==> config.mk <==
export PLATFORM = sky130hd
export DESIGN_NAME = spi_master_slave_core
export DESIGN_NICKNAME = d
export VERILOG_FILES = /design/src/logic/spi_core_pkg.sv /design/src/logic/rx_byte_fifo.sv /design/src/logic/sck_rate_divider.sv /design/src/logic/spi_master_slave_core.sv
export SDC_FILE = /design/constraint.sdc
export NUM_CORES = 1
export LEC_CHECK = 0
export BUFFER_PORTS_ARGS = -buffer_cell sky130_fd_sc_hd__buf_2
export CAP_MARGIN = 30
export CORE_AREA = 2 2 103 105
export CTS_CLUSTER_DIAMETER = 30
export CTS_CLUSTER_SIZE = 24
export DETAILED_ROUTE_END_ITERATION = 16
export DIE_AREA = 0 0 105 107
export PLACE_DENSITY = 0.78
export SLEW_MARGIN = 20
export SYNTH_ARGS = -nofsm -noshare
export SYNTH_HDL_FRONTEND = slang
export SYNTH_SLANG_ARGS = --single-unit
==> constraint.sdc <==
create_clock -name core_clk -period 3.3 [get_ports core_clk]
set_input_delay 0.33 -clock core_clk [delete_from_list [all_inputs] [get_ports core_clk]]
set_output_delay 0.33 -clock core_clk [all_outputs]
set_load 0.005 [all_outputs]
==> src/logic/spi_core_pkg.sv <==
// Shared constants for the byte-wide serial port core
// Assumes one core clock at 100 MHz and synchronous pin inputs
`default_nettype none
package spi_core_pkg;
  localparam int BYTE_W      = 8;
  localparam int BIT_CNT_W   = 4;
  localparam int HALF_CNT_W  = 4;
  localparam int RX_DEPTH    = 8;
  localparam int DIV_CNT_W   = 7;
  localparam int CLK_PERIOD_NS = 10;
  localparam logic [BIT_CNT_W-1:0]  LAST_BIT  = 4'h7;
  localparam logic [HALF_CNT_W-1:0] LAST_HALF = 4'hf;
  localparam logic [BYTE_W-1:0]     BYTE_RST  = 8'h00;

  // Rate select is {doubleSpeed, rate[1:0]}
  typedef enum logic [1:0] {
    MS_IDLE  = 2'b00,
    MS_WAIT  = 2'b01,
    MS_SHIFT = 2'b10
  } master_state_t;

  // Core cycles per half SCK period
  function automatic logic [DIV_CNT_W-1:0] halfPeriod(
    input logic [2:0] sel);
    case (sel)
      3'h0:    halfPeriod = 7'h02;
      3'h1:    halfPeriod = 7'h08;
      3'h2:    halfPeriod = 7'h20;
      3'h3:    halfPeriod = 7'h40;
      3'h4:    halfPeriod = 7'h01;
      3'h5:    halfPeriod = 7'h04;
      3'h6:    halfPeriod = 7'h10;
      default: halfPeriod = 7'h20;
    endcase
  endfunction
endpackage
`default_nettype wire

==> src/logic/rx_byte_fifo.sv <==
// Receive FIFO with valid and ready on both sides
// Assumes one clock and asynchronous active-low reset
`default_nettype none
module rx_byte_fifo #(
  parameter int WIDTH = 8,
  parameter int DEPTH = 8
) (
  // Clock and reset
  input  wire logic             core_clk,
  input  wire logic             arst_n,
  // Fill side
  input  wire logic             inValid,
  input  wire logic [WIDTH-1:0] inData,
  output var  logic             inReady,
  // Drain side
  output var  logic             outValid,
  output var  logic [WIDTH-1:0] outData,
  input  wire logic             outReady
);
  localparam int PW = $clog2(DEPTH);
  initial begin
    if (DEPTH < 2 || (1 << PW) != DEPTH || WIDTH < 1)
      $error("rx_byte_fifo: bad WIDTH or DEPTH");
  end
  logic [WIDTH-1:0] mem [DEPTH];
  logic [PW-1:0]    wrPtr_reg;
  logic [PW-1:0]    rdPtr_reg;
  logic [PW:0]      count_reg;
  logic             push;
  logic             pop;

  assign inReady  = count_reg != (PW+1)'(DEPTH);
  assign outValid = count_reg != '0;
  assign outData  = mem[rdPtr_reg];
  assign push     = inValid & inReady;
  assign pop      = outValid & outReady;

  always_ff @(posedge core_clk) begin
    if (push) begin
      mem[wrPtr_reg] <= inData;
    end
  end

  always_ff @(posedge core_clk or negedge arst_n) begin
    if (!arst_n) begin
      wrPtr_reg <= '0;
      rdPtr_reg <= '0;
      count_reg <= '0;
    end else begin
      if (push) begin
        wrPtr_reg <= wrPtr_reg + 1'b1;
      end
      if (pop) begin
        rdPtr_reg <= rdPtr_reg + 1'b1;
      end
      if (push && !pop) begin
        count_reg <= count_reg + 1'b1;
      end else if (pop && !push) begin
        count_reg <= count_reg - 1'b1;
      end
    end
  end
endmodule
`default_nettype wire

==> src/logic/sck_rate_divider.sv <==
// Half-period tick generator for the master serial clock
// Assumes the caller holds run low between transfers
`default_nettype none
module sck_rate_divider
  import spi_core_pkg::*;
#(
  parameter int CNT_W = DIV_CNT_W
) (
  // Clock and reset
  input  wire logic       core_clk,
  input  wire logic       arst_n,
  // Control
  input  wire logic       run,
  input  wire logic [2:0] rateSel,
  // One-cycle enable per half period
  output var  logic       tick
);
  initial begin
    if (CNT_W < DIV_CNT_W)
      $error("sck_rate_divider: CNT_W too small");
  end
  logic [CNT_W-1:0] cnt_reg;
  logic [CNT_W-1:0] limit;

  assign limit = CNT_W'(halfPeriod(rateSel)) - 1'b1;

  always_ff @(posedge core_clk or negedge arst_n) begin
    if (!arst_n) begin
      cnt_reg <= '0;
      tick    <= 1'b0;
    end else if (!run) begin
      cnt_reg <= '0;
      tick    <= 1'b0;
    end else if (cnt_reg >= limit) begin
      cnt_reg <= '0;
      tick    <= 1'b1;
    end else begin
      cnt_reg <= cnt_reg + 1'b1;
      tick    <= 1'b0;
    end
  end
endmodule
`default_nettype wire

==> src/logic/spi_master_slave_core.sv <==
// Byte-wide full-duplex serial port, master or slave
// Assumes pin inputs synchronous to core_clk; pads resolve enables
// Overview of operation
// [RULE1] Master write to shift register starts transfer
// [RULE2] After eight bits clock halts, done flag set
// [RULE3] Done flag with enable raises interrupt request
// [RULE4] Master never drives slave select itself
// [RULE5] Data master-to-slave on MOSI, back on MISO
// [RULE6] Master pulls select low, then clocks data
// [RULE7] Master raises select after each packet
// [RULE8] Master software continues or ends the packet
// [RULE9] Last received byte kept in receive buffer
// [RULE10] Deselected slave idles, MISO off, loads allowed
// [RULE11] Slave ignores SCK until selected
// [RULE12] Slave sets done flag after full byte
// [RULE13] Slave accepts new data before reading received
// [RULE14] Transmit single buffered; no load mid-byte
// [RULE15] Receive double buffered; unread byte overwritten; code queues 8 bytes, master waits and slave drops when full
// [RULE16] Far master keeps SCK low over two cycles
// [RULE17] Far master keeps SCK high over two cycles
// [RULE18] Enabled port overrides pin directions by mode
// [RULE19] Selectable LSB-first or MSB-first order
// [RULE20] Seven master clock rates, fastest divide two
// [RULE21] Completion can wake core from idle
// [RULE22] Slave select rising resets slave shift logic
// [RULE23] Select low in master mode forces slave
// [RULE24] Polarity and phase pick idle and edges
// [RULE25] Write during transfer flags collision only
`default_nettype none
module spi_master_slave_core
  import spi_core_pkg::*;
#(
  parameter int WIDTH = BYTE_W,
  parameter int DEPTH = RX_DEPTH
) (
  // Clock and reset
  input  wire logic              core_clk,
  input  wire logic              arst_n,
  // Control bits
  input  wire logic              portEnable,
  input  wire logic              transferIrqEnable,
  input  wire logic              lsbFirst,
  input  wire logic              clockPolarity,
  input  wire logic              clockPhase,
  input  wire logic [1:0]        rateSel,
  input  wire logic              doubleSpeed,
  input  wire logic              masterWrite,
  input  wire logic              masterWriteValue,
  input  wire logic              ssIsInput,
  // User pin directions
  input  wire logic              mosiDirOut,
  input  wire logic              misoDirOut,
  input  wire logic              sckDirOut,
  // Shift data register access
  input  wire logic              dataWrite,
  input  wire logic [WIDTH-1:0]  dataIn,
  input  wire logic              doneClear,
  input  wire logic              collisionClear,
  // Status
  output var  logic              masterSelect,
  output var  logic              transferDone,
  output var  logic              writeCollision,
  output var  logic              rxOverrun,
  output var  logic              transferIrq,
  output var  logic              idleWake,
  output var  logic [WIDTH-1:0]  rxBuffer,
  // Received byte stream
  output var  logic              rxValid,
  output var  logic [WIDTH-1:0]  rxData,
  input  wire logic              rxReady,
  // Serial pins
  input  wire logic              mosiIn,
  output var  logic              mosiOut,
  output var  logic              mosiOe_n,
  input  wire logic              misoIn,
  output var  logic              misoOut,
  output var  logic              misoOe_n,
  input  wire logic              sckIn,
  output var  logic              sckOut,
  output var  logic              sckOe_n,
  input  wire logic              ssIn
);
  initial begin
    if (WIDTH != BYTE_W || DEPTH < 2)
      $error("spi_master_slave_core: unsupported WIDTH or DEPTH");
  end

  master_state_t           state_reg;
  logic [WIDTH-1:0]        shift_reg;
  logic [BIT_CNT_W-1:0]    bitCnt_reg;
  logic [HALF_CNT_W-1:0]   halfCnt_reg;
  logic                    pend_reg;
  logic                    inBit_reg;
  logic                    sckLevel_reg;
  logic                    sckPrev_reg;
  logic                    ssPrev_reg;
  logic                    master_reg;
  logic                    done_reg;
  logic                    coll_reg;
  logic                    ovr_reg;
  logic                    irq_reg;
  logic                    wake_reg;
  logic [WIDTH-1:0]        rxBuf_reg;
  logic                    mosi_reg;
  logic                    mosiOe_reg;
  logic                    miso_reg;
  logic                    misoOe_reg;
  logic                    sckOe_reg;
  logic                    tick;
  logic                    fifoReady;
  logic                    isMaster;
  logic                    slaveSel;
  logic                    modeFault;
  logic                    lead;
  logic                    trail;
  logic                    sampleEv;
  logic                    setupEv;
  logic                    inPin;
  logic                    lastSample;
  logic                    masterEnd;
  logic                    doneEv;
  logic                    busy;
  logic                    outBit;
  logic [WIDTH-1:0]        capWord;

  // Shift one bit in at the end chosen by the order bit
  function automatic logic [BYTE_W-1:0] shiftIn(
    input logic [BYTE_W-1:0] cur,
    input logic              b,
    input logic              lsbF);
    shiftIn = lsbF ? {b, cur[BYTE_W-1:1]} : {cur[BYTE_W-2:0], b};
  endfunction

  assign isMaster  = portEnable & master_reg;
  assign slaveSel  = portEnable & !master_reg & !ssIn;  // see [RULE4]
  assign modeFault = isMaster & ssIsInput & !ssIn;      // see [RULE23]
  assign lead  = isMaster
    ? (state_reg == MS_SHIFT) & tick & !halfCnt_reg[0]
    : slaveSel & (sckIn != sckPrev_reg)
      & (sckPrev_reg == clockPolarity);                 // see [RULE11]
  assign trail = isMaster
    ? (state_reg == MS_SHIFT) & tick & halfCnt_reg[0]
    : slaveSel & (sckIn != sckPrev_reg)
      & (sckPrev_reg != clockPolarity);
  assign sampleEv = clockPhase ? trail : lead;          // see [RULE24]
  assign setupEv  = clockPhase ? lead : trail;
  assign inPin    = isMaster ? misoIn : mosiIn;         // see [RULE5]
  assign lastSample = sampleEv & (bitCnt_reg == LAST_BIT);
  assign capWord  = shiftIn(shift_reg, inPin, lsbFirst);
  assign masterEnd = (state_reg == MS_SHIFT) & tick
    & (halfCnt_reg == LAST_HALF);
  assign doneEv = isMaster ? masterEnd : lastSample;    // see [RULE12]
  assign busy = isMaster ? state_reg != MS_IDLE
    : slaveSel & ((bitCnt_reg != '0) | pend_reg);
  assign outBit = lsbFirst ? shift_reg[0]
    : shift_reg[BYTE_W-1];                               // see [RULE19]

  sck_rate_divider u_div (
    .core_clk (core_clk),
    .arst_n   (arst_n),
    .run      (state_reg == MS_SHIFT),
    .rateSel  ({doubleSpeed, rateSel}),                 // see [RULE20]
    .tick     (tick)
  );

  rx_byte_fifo #(.WIDTH(WIDTH), .DEPTH(DEPTH)) u_fifo (
    .core_clk (core_clk),
    .arst_n   (arst_n),
    .inValid  (lastSample),
    .inData   (capWord),
    .inReady  (fifoReady),
    .outValid (rxValid),
    .outData  (rxData),
    .outReady (rxReady)
  );

  // Master sequencer and serial clock
  always_ff @(posedge core_clk or negedge arst_n) begin
    if (!arst_n) begin
      state_reg    <= MS_IDLE;
      halfCnt_reg  <= '0;
      sckLevel_reg <= 1'b0;
    end else if (!isMaster || modeFault) begin
      state_reg    <= MS_IDLE;
      halfCnt_reg  <= '0;
      sckLevel_reg <= clockPolarity;
    end else begin
      case (state_reg)
        MS_IDLE: begin
          sckLevel_reg <= clockPolarity;
          halfCnt_reg  <= '0;
          if (dataWrite) begin
            state_reg <= MS_WAIT;                       // see [RULE1]
          end
        end
        MS_WAIT: begin
          if (fifoReady) begin
            state_reg <= MS_SHIFT;                      // see [RULE15]
          end
        end
        MS_SHIFT: begin
          if (tick) begin
            sckLevel_reg <= !sckLevel_reg;
            halfCnt_reg  <= halfCnt_reg + 1'b1;
          end
          if (masterEnd) begin
            state_reg <= MS_IDLE;                       // see [RULE2]
          end
        end
        default: state_reg <= MS_IDLE;
      endcase
    end
  end

  // Shift register, bit count and pin history
  always_ff @(posedge core_clk or negedge arst_n) begin
    if (!arst_n) begin
      shift_reg   <= BYTE_RST;
      bitCnt_reg  <= '0;
      pend_reg    <= 1'b0;
      inBit_reg   <= 1'b0;
      sckPrev_reg <= 1'b0;
      ssPrev_reg  <= 1'b1;
    end else begin
      sckPrev_reg <= sckIn;
      ssPrev_reg  <= ssIn;
      if (!isMaster && !slaveSel) begin
        bitCnt_reg <= '0;                               // see [RULE22]
        pend_reg   <= 1'b0;
      end else if (lastSample) begin
        shift_reg  <= capWord;
        bitCnt_reg <= '0;
        pend_reg   <= 1'b0;
      end else if (sampleEv) begin
        inBit_reg  <= inPin;
        pend_reg   <= 1'b1;
        bitCnt_reg <= bitCnt_reg + 1'b1;
      end else if (setupEv && pend_reg) begin
        shift_reg <= shiftIn(shift_reg, inBit_reg, lsbFirst);
        pend_reg  <= 1'b0;
      end
      if (dataWrite && !busy && !modeFault) begin
        shift_reg <= dataIn;  // see [RULE10] see [RULE13] see [RULE14]
      end
    end
  end

  // Mode bit, flags and receive buffer
  always_ff @(posedge core_clk or negedge arst_n) begin
    if (!arst_n) begin
      master_reg <= 1'b0;
      done_reg   <= 1'b0;
      coll_reg   <= 1'b0;
      ovr_reg    <= 1'b0;
      irq_reg    <= 1'b0;
      wake_reg   <= 1'b0;
      rxBuf_reg  <= BYTE_RST;
    end else begin
      if (modeFault) begin
        master_reg <= 1'b0;                             // see [RULE23]
      end else if (masterWrite) begin
        master_reg <= masterWriteValue;
      end
      done_reg <= doneEv | modeFault | (done_reg & !doneClear);
      coll_reg <= (dataWrite & busy)
        | (coll_reg & !collisionClear);                 // see [RULE25]
      ovr_reg  <= (lastSample & !fifoReady)
        | (ovr_reg & !doneClear);
      irq_reg  <= done_reg & transferIrqEnable;         // see [RULE3]
      wake_reg <= doneEv | modeFault;                   // see [RULE21]
      if (lastSample) begin
        rxBuf_reg <= capWord;                           // see [RULE9]
      end
    end
  end

  // Registered pin drive and direction override
  always_ff @(posedge core_clk or negedge arst_n) begin
    if (!arst_n) begin
      mosi_reg   <= 1'b0;
      mosiOe_reg <= 1'b1;
      miso_reg   <= 1'b0;
      misoOe_reg <= 1'b1;
      sckOe_reg  <= 1'b1;
    end else begin
      mosi_reg <= isMaster & outBit;
      miso_reg <= !isMaster & outBit;
      if (!portEnable) begin
        mosiOe_reg <= !mosiDirOut;
        misoOe_reg <= !misoDirOut;
        sckOe_reg  <= !sckDirOut;
      end else if (master_reg) begin
        mosiOe_reg <= !mosiDirOut;                      // see [RULE18]
        misoOe_reg <= 1'b1;
        sckOe_reg  <= !sckDirOut;
      end else begin
        mosiOe_reg <= 1'b1;
        misoOe_reg <= !(misoDirOut & !ssIn);            // see [RULE10]
        sckOe_reg  <= 1'b1;
      end
    end
  end

  assign masterSelect   = master_reg;
  assign transferDone   = done_reg;
  assign writeCollision = coll_reg;
  assign rxOverrun      = ovr_reg;
  assign transferIrq    = irq_reg;
  assign idleWake       = wake_reg;
  assign rxBuffer       = rxBuf_reg;
  assign mosiOut        = mosi_reg;
  assign mosiOe_n       = mosiOe_reg;
  assign misoOut        = miso_reg;
  assign misoOe_n       = misoOe_reg;
  assign sckOut         = sckLevel_reg;
  assign sckOe_n        = sckOe_reg;
endmodule
`default_nettype wire

==> reports/qor.yml <==
gp_congestion: 0.824
syn_avg_cell_area_um2: 13.1
drive_above_1_share: 0.300
worst_pin_slew_ps: 768
num_vias: 3844
postCtsHoldBufs: 6
place_area_mm2: 0.00629
die_area_mm2: 0.0112
setup_viol: 0
fp.dieH_um: 107
hold_ws_ps: 79.0
arrival_ps: 3460
pwr-share-seq: 0.399
core_mm2: 0.0101
status: "complete, no violations"
period_minus_slack_ps: 3060
area_delta_synth_final_pct: 20.4
post_cts_buffers: 0
synth_top_area_share: 0.332
synth_edf_count: 64
nets: 577
cts.sinks: 123
hold_violations: 0
critPathKind: "register to register"
skew_ps: 8.85
ff2ff_path_depth: 14
worstHoldPathCells: 2
rsz0062_at_grt: "no"
switching_share: 0.258
async_reset_ff_frac: 0.480
viasPerCell: 5.69
die_x_um: 105
fill_cells: 711
ys_seq_area_frac: 0.588
r2r_end: "u_fifo.count_reg[3]$_DFFE_PN0P_"
p_leak_nw: 2.90
wirelength_mm: 12.2
drt_iter0_drc: 226
yosysMostFrequentCell: "edfxtp_1"
start_kind: "register"
p_switching_mw: 1.20
grt_overflow: 0
ys_top_cells_by_count: "64 x edfxtp_1, 56 x dfrtp_1, 51 x nand2_1, 36 x nor2_1, 18 x mux2_2"
critical_path_peak_fanout: 11
grt_pass1_vias: 4107
tns_ps: 0
track_usage: 0.237
ios: 61
antenna_left: 0
cts_resized: 0
largest_reg_flops: 64
yosys_warnings: 0
antenna_found_initial: 0
powerDensity_mw_per_mm2: 669
synth_fp_nets: 492
diodes: 0
clk_pin_slew_ps: 60
yosysTopAreaCell: "edfxtp_1"
min-delay-start: "transferIrqEnable"
fin_cells: 676
synthDistinctLibCells: 68
portBuffers: 60
min_to: "transferIrq$_DFF_PN0_"
hpwl_mm: 8.30
clk_latency_ps: 520
initial_core_util: 0.574
p_int_mw: 3.46
grt_max_degree: 53
drt-wirelength-per-cell_um: 18.0
synth_area_mm2: 0.00579
ir_drop_uv: 350
cts_tree: "built"
first_pass_iters: 4
synth-seq-cells: 123
grt_pass1_wl_mm: 20.1
cts_made_buffers: 17
p_comb_frac: 0.186
cts-root-buf: "clkbuf_8"
synth_area_leaders: "edfxtp_1 33%, dfrtp_1 24%, mux4_2 6.2%"
rr_startpoint: "masterSelect$_DFFE_PN0P_"
drv_cap: 0
core.rowCount: 37
fmax_mhz: 327
clkPwrFrac: 0.415
htreeDepth: 4
rrSetupSlack_ps: 240
relSlewSlack: 0.488
maxSlewViolCount: 0
syn_inst: 442
finalCritPeriodShare: 0.927
placedCellCount: 638
clockBufferDepth: 2
p_total_mw: 4.66
final_cell_area_mm2: 0.00697
remaining_drc_errors: 0
ys.flop_type: "edfxtp_1"
crit_required_ps: 3700
hp-class: "input pin to register"
critPathCaptureType: "register"
-- worst max-delay path by stage --
stage                             startpoint                         endpoint
finish              masterSelect$_DFFE_PN0P_  u_fifo.count_reg[3]$_DFFE_PN0P_
global route        masterSelect$_DFFE_PN0P_  u_fifo.count_reg[3]$_DFFE_PN0P_
CTS                 masterSelect$_DFFE_PN0P_  u_fifo.count_reg[3]$_DFFE_PN0P_
detailed placement  masterSelect$_DFFE_PN0P_  u_fifo.count_reg[3]$_DFFE_PN0P_
global placement    masterSelect$_DFFE_PN0P_  u_fifo.count_reg[3]$_DFFE_PN0P_
floorplan           masterSelect$_DFFE_PN0P_  u_fifo.count_reg[3]$_DFFE_PN0P_
-- cells in the final DEF (no fill, tap or decap), drive strengths merged, types with 3 or more instances in the layout --
| cell type | count |
|---|---|
| mux4 | 16 |
| o21bai | 3 |
| nor3 | 17 |
| or3 | 3 |
| bufinv | 4 |
| nor4 | 9 |
| o32ai | 3 |
| a21oi | 18 |
| dfrtp | 56 |
| mux2i | 4 |
| xor2 | 3 |
| mux2 | 21 |
| clkinv | 6 |
| dfstp | 3 |
| xnor2 | 11 |
| nand3 | 9 |
| nand2 | 52 |
| clkbuf | 19 |
| buf | 74 |
| a22oi | 5 |
| nand2b | 8 |
| o21ai | 12 |
| or3b | 3 |
| ha | 17 |
| dlygate4sd3 | 6 |
| nand3b | 4 |
| nor2 | 37 |
| edfxtp | 64 |
| a21o | 6 |
| inv | 20 |
-- logic make-up after synthesis --
logic type / Yosys count / share of synthesized area
buffers and inverters: 31 / 0.0246
AND/OR/NAND/NOR: 151 / 0.131
multiplexers: 41 / 0.111
XOR/XNOR: 14 / 0.0212
adder cells (fa/ha/maj): 18 / 0.0402
AO/OA/AOI/OAI: 64 / 0.0845
flip-flops: 123 / 0.588
-- power by group through the flow --
stage / Sequential [mW] / Combinational [mW] / Clock, mW
5_1_grt: 1.88 / 0.963 / 2.04
3_3_place_gp: 1.89 / 0.841 / 0
6_report: 1.86 / 0.868 / 1.93
4_1_cts: 1.86 / 0.886 / 1.95
3_5_place_dp: 1.89 / 0.870 / 0
2_1_floorplan: 1.80 / 0.663 / 0
-- layout make-up --
class / instances / area (um^2) / share of cell area
Multi-Input combinational cell: 288 / 2240 / 0.322
Sequential cell: 123 / 3400 / 0.488
Timing Repair Buffer: 80 / 468 / 0.0672
Inverter: 17 / 63.8 / 0.00916
Clock inverter: 13 / 188 / 0.0269
Tap cell: 136 / 170 / 0.0244
Clock buffer: 19 / 432 / 0.0620
-- layer usage --
metal / vias up / wire length [um] / track usage
li1: 1793 / - / -
met2: 100 / 6400 / 0.418
met3: 22 / 498 / 0.0614
met1: 1929 / 5070 / 0.283
met5: - / 0 / 0
met4: 0 / 225 / 0.0790
-- critical path, stage by stage, from the launching register on --
cell	delay, ps
dfrtp_1	500
nand2_1	220
nor4_2	430
o32ai_4	210
nor2_4	180
nand2_4	110
inv_2	60
ha_1	170
inv_1	100
ha_1	300
a21o_1	160
a21oi_1	160
xnor2_1	140
nor2_1	60
xor2_1	140
-- stage by stage --
step | utilization | setup WS, ps
3_3_place_gp | 0.623 | 386
4_1_cts | 0.690 | 248
5_1_grt | 0.690 | 7.09
6_report | 0.690 | 240
3_5_place_dp | 0.623 | 280
2_1_floorplan | - | 392
Power figures use the tool's default switching activity.
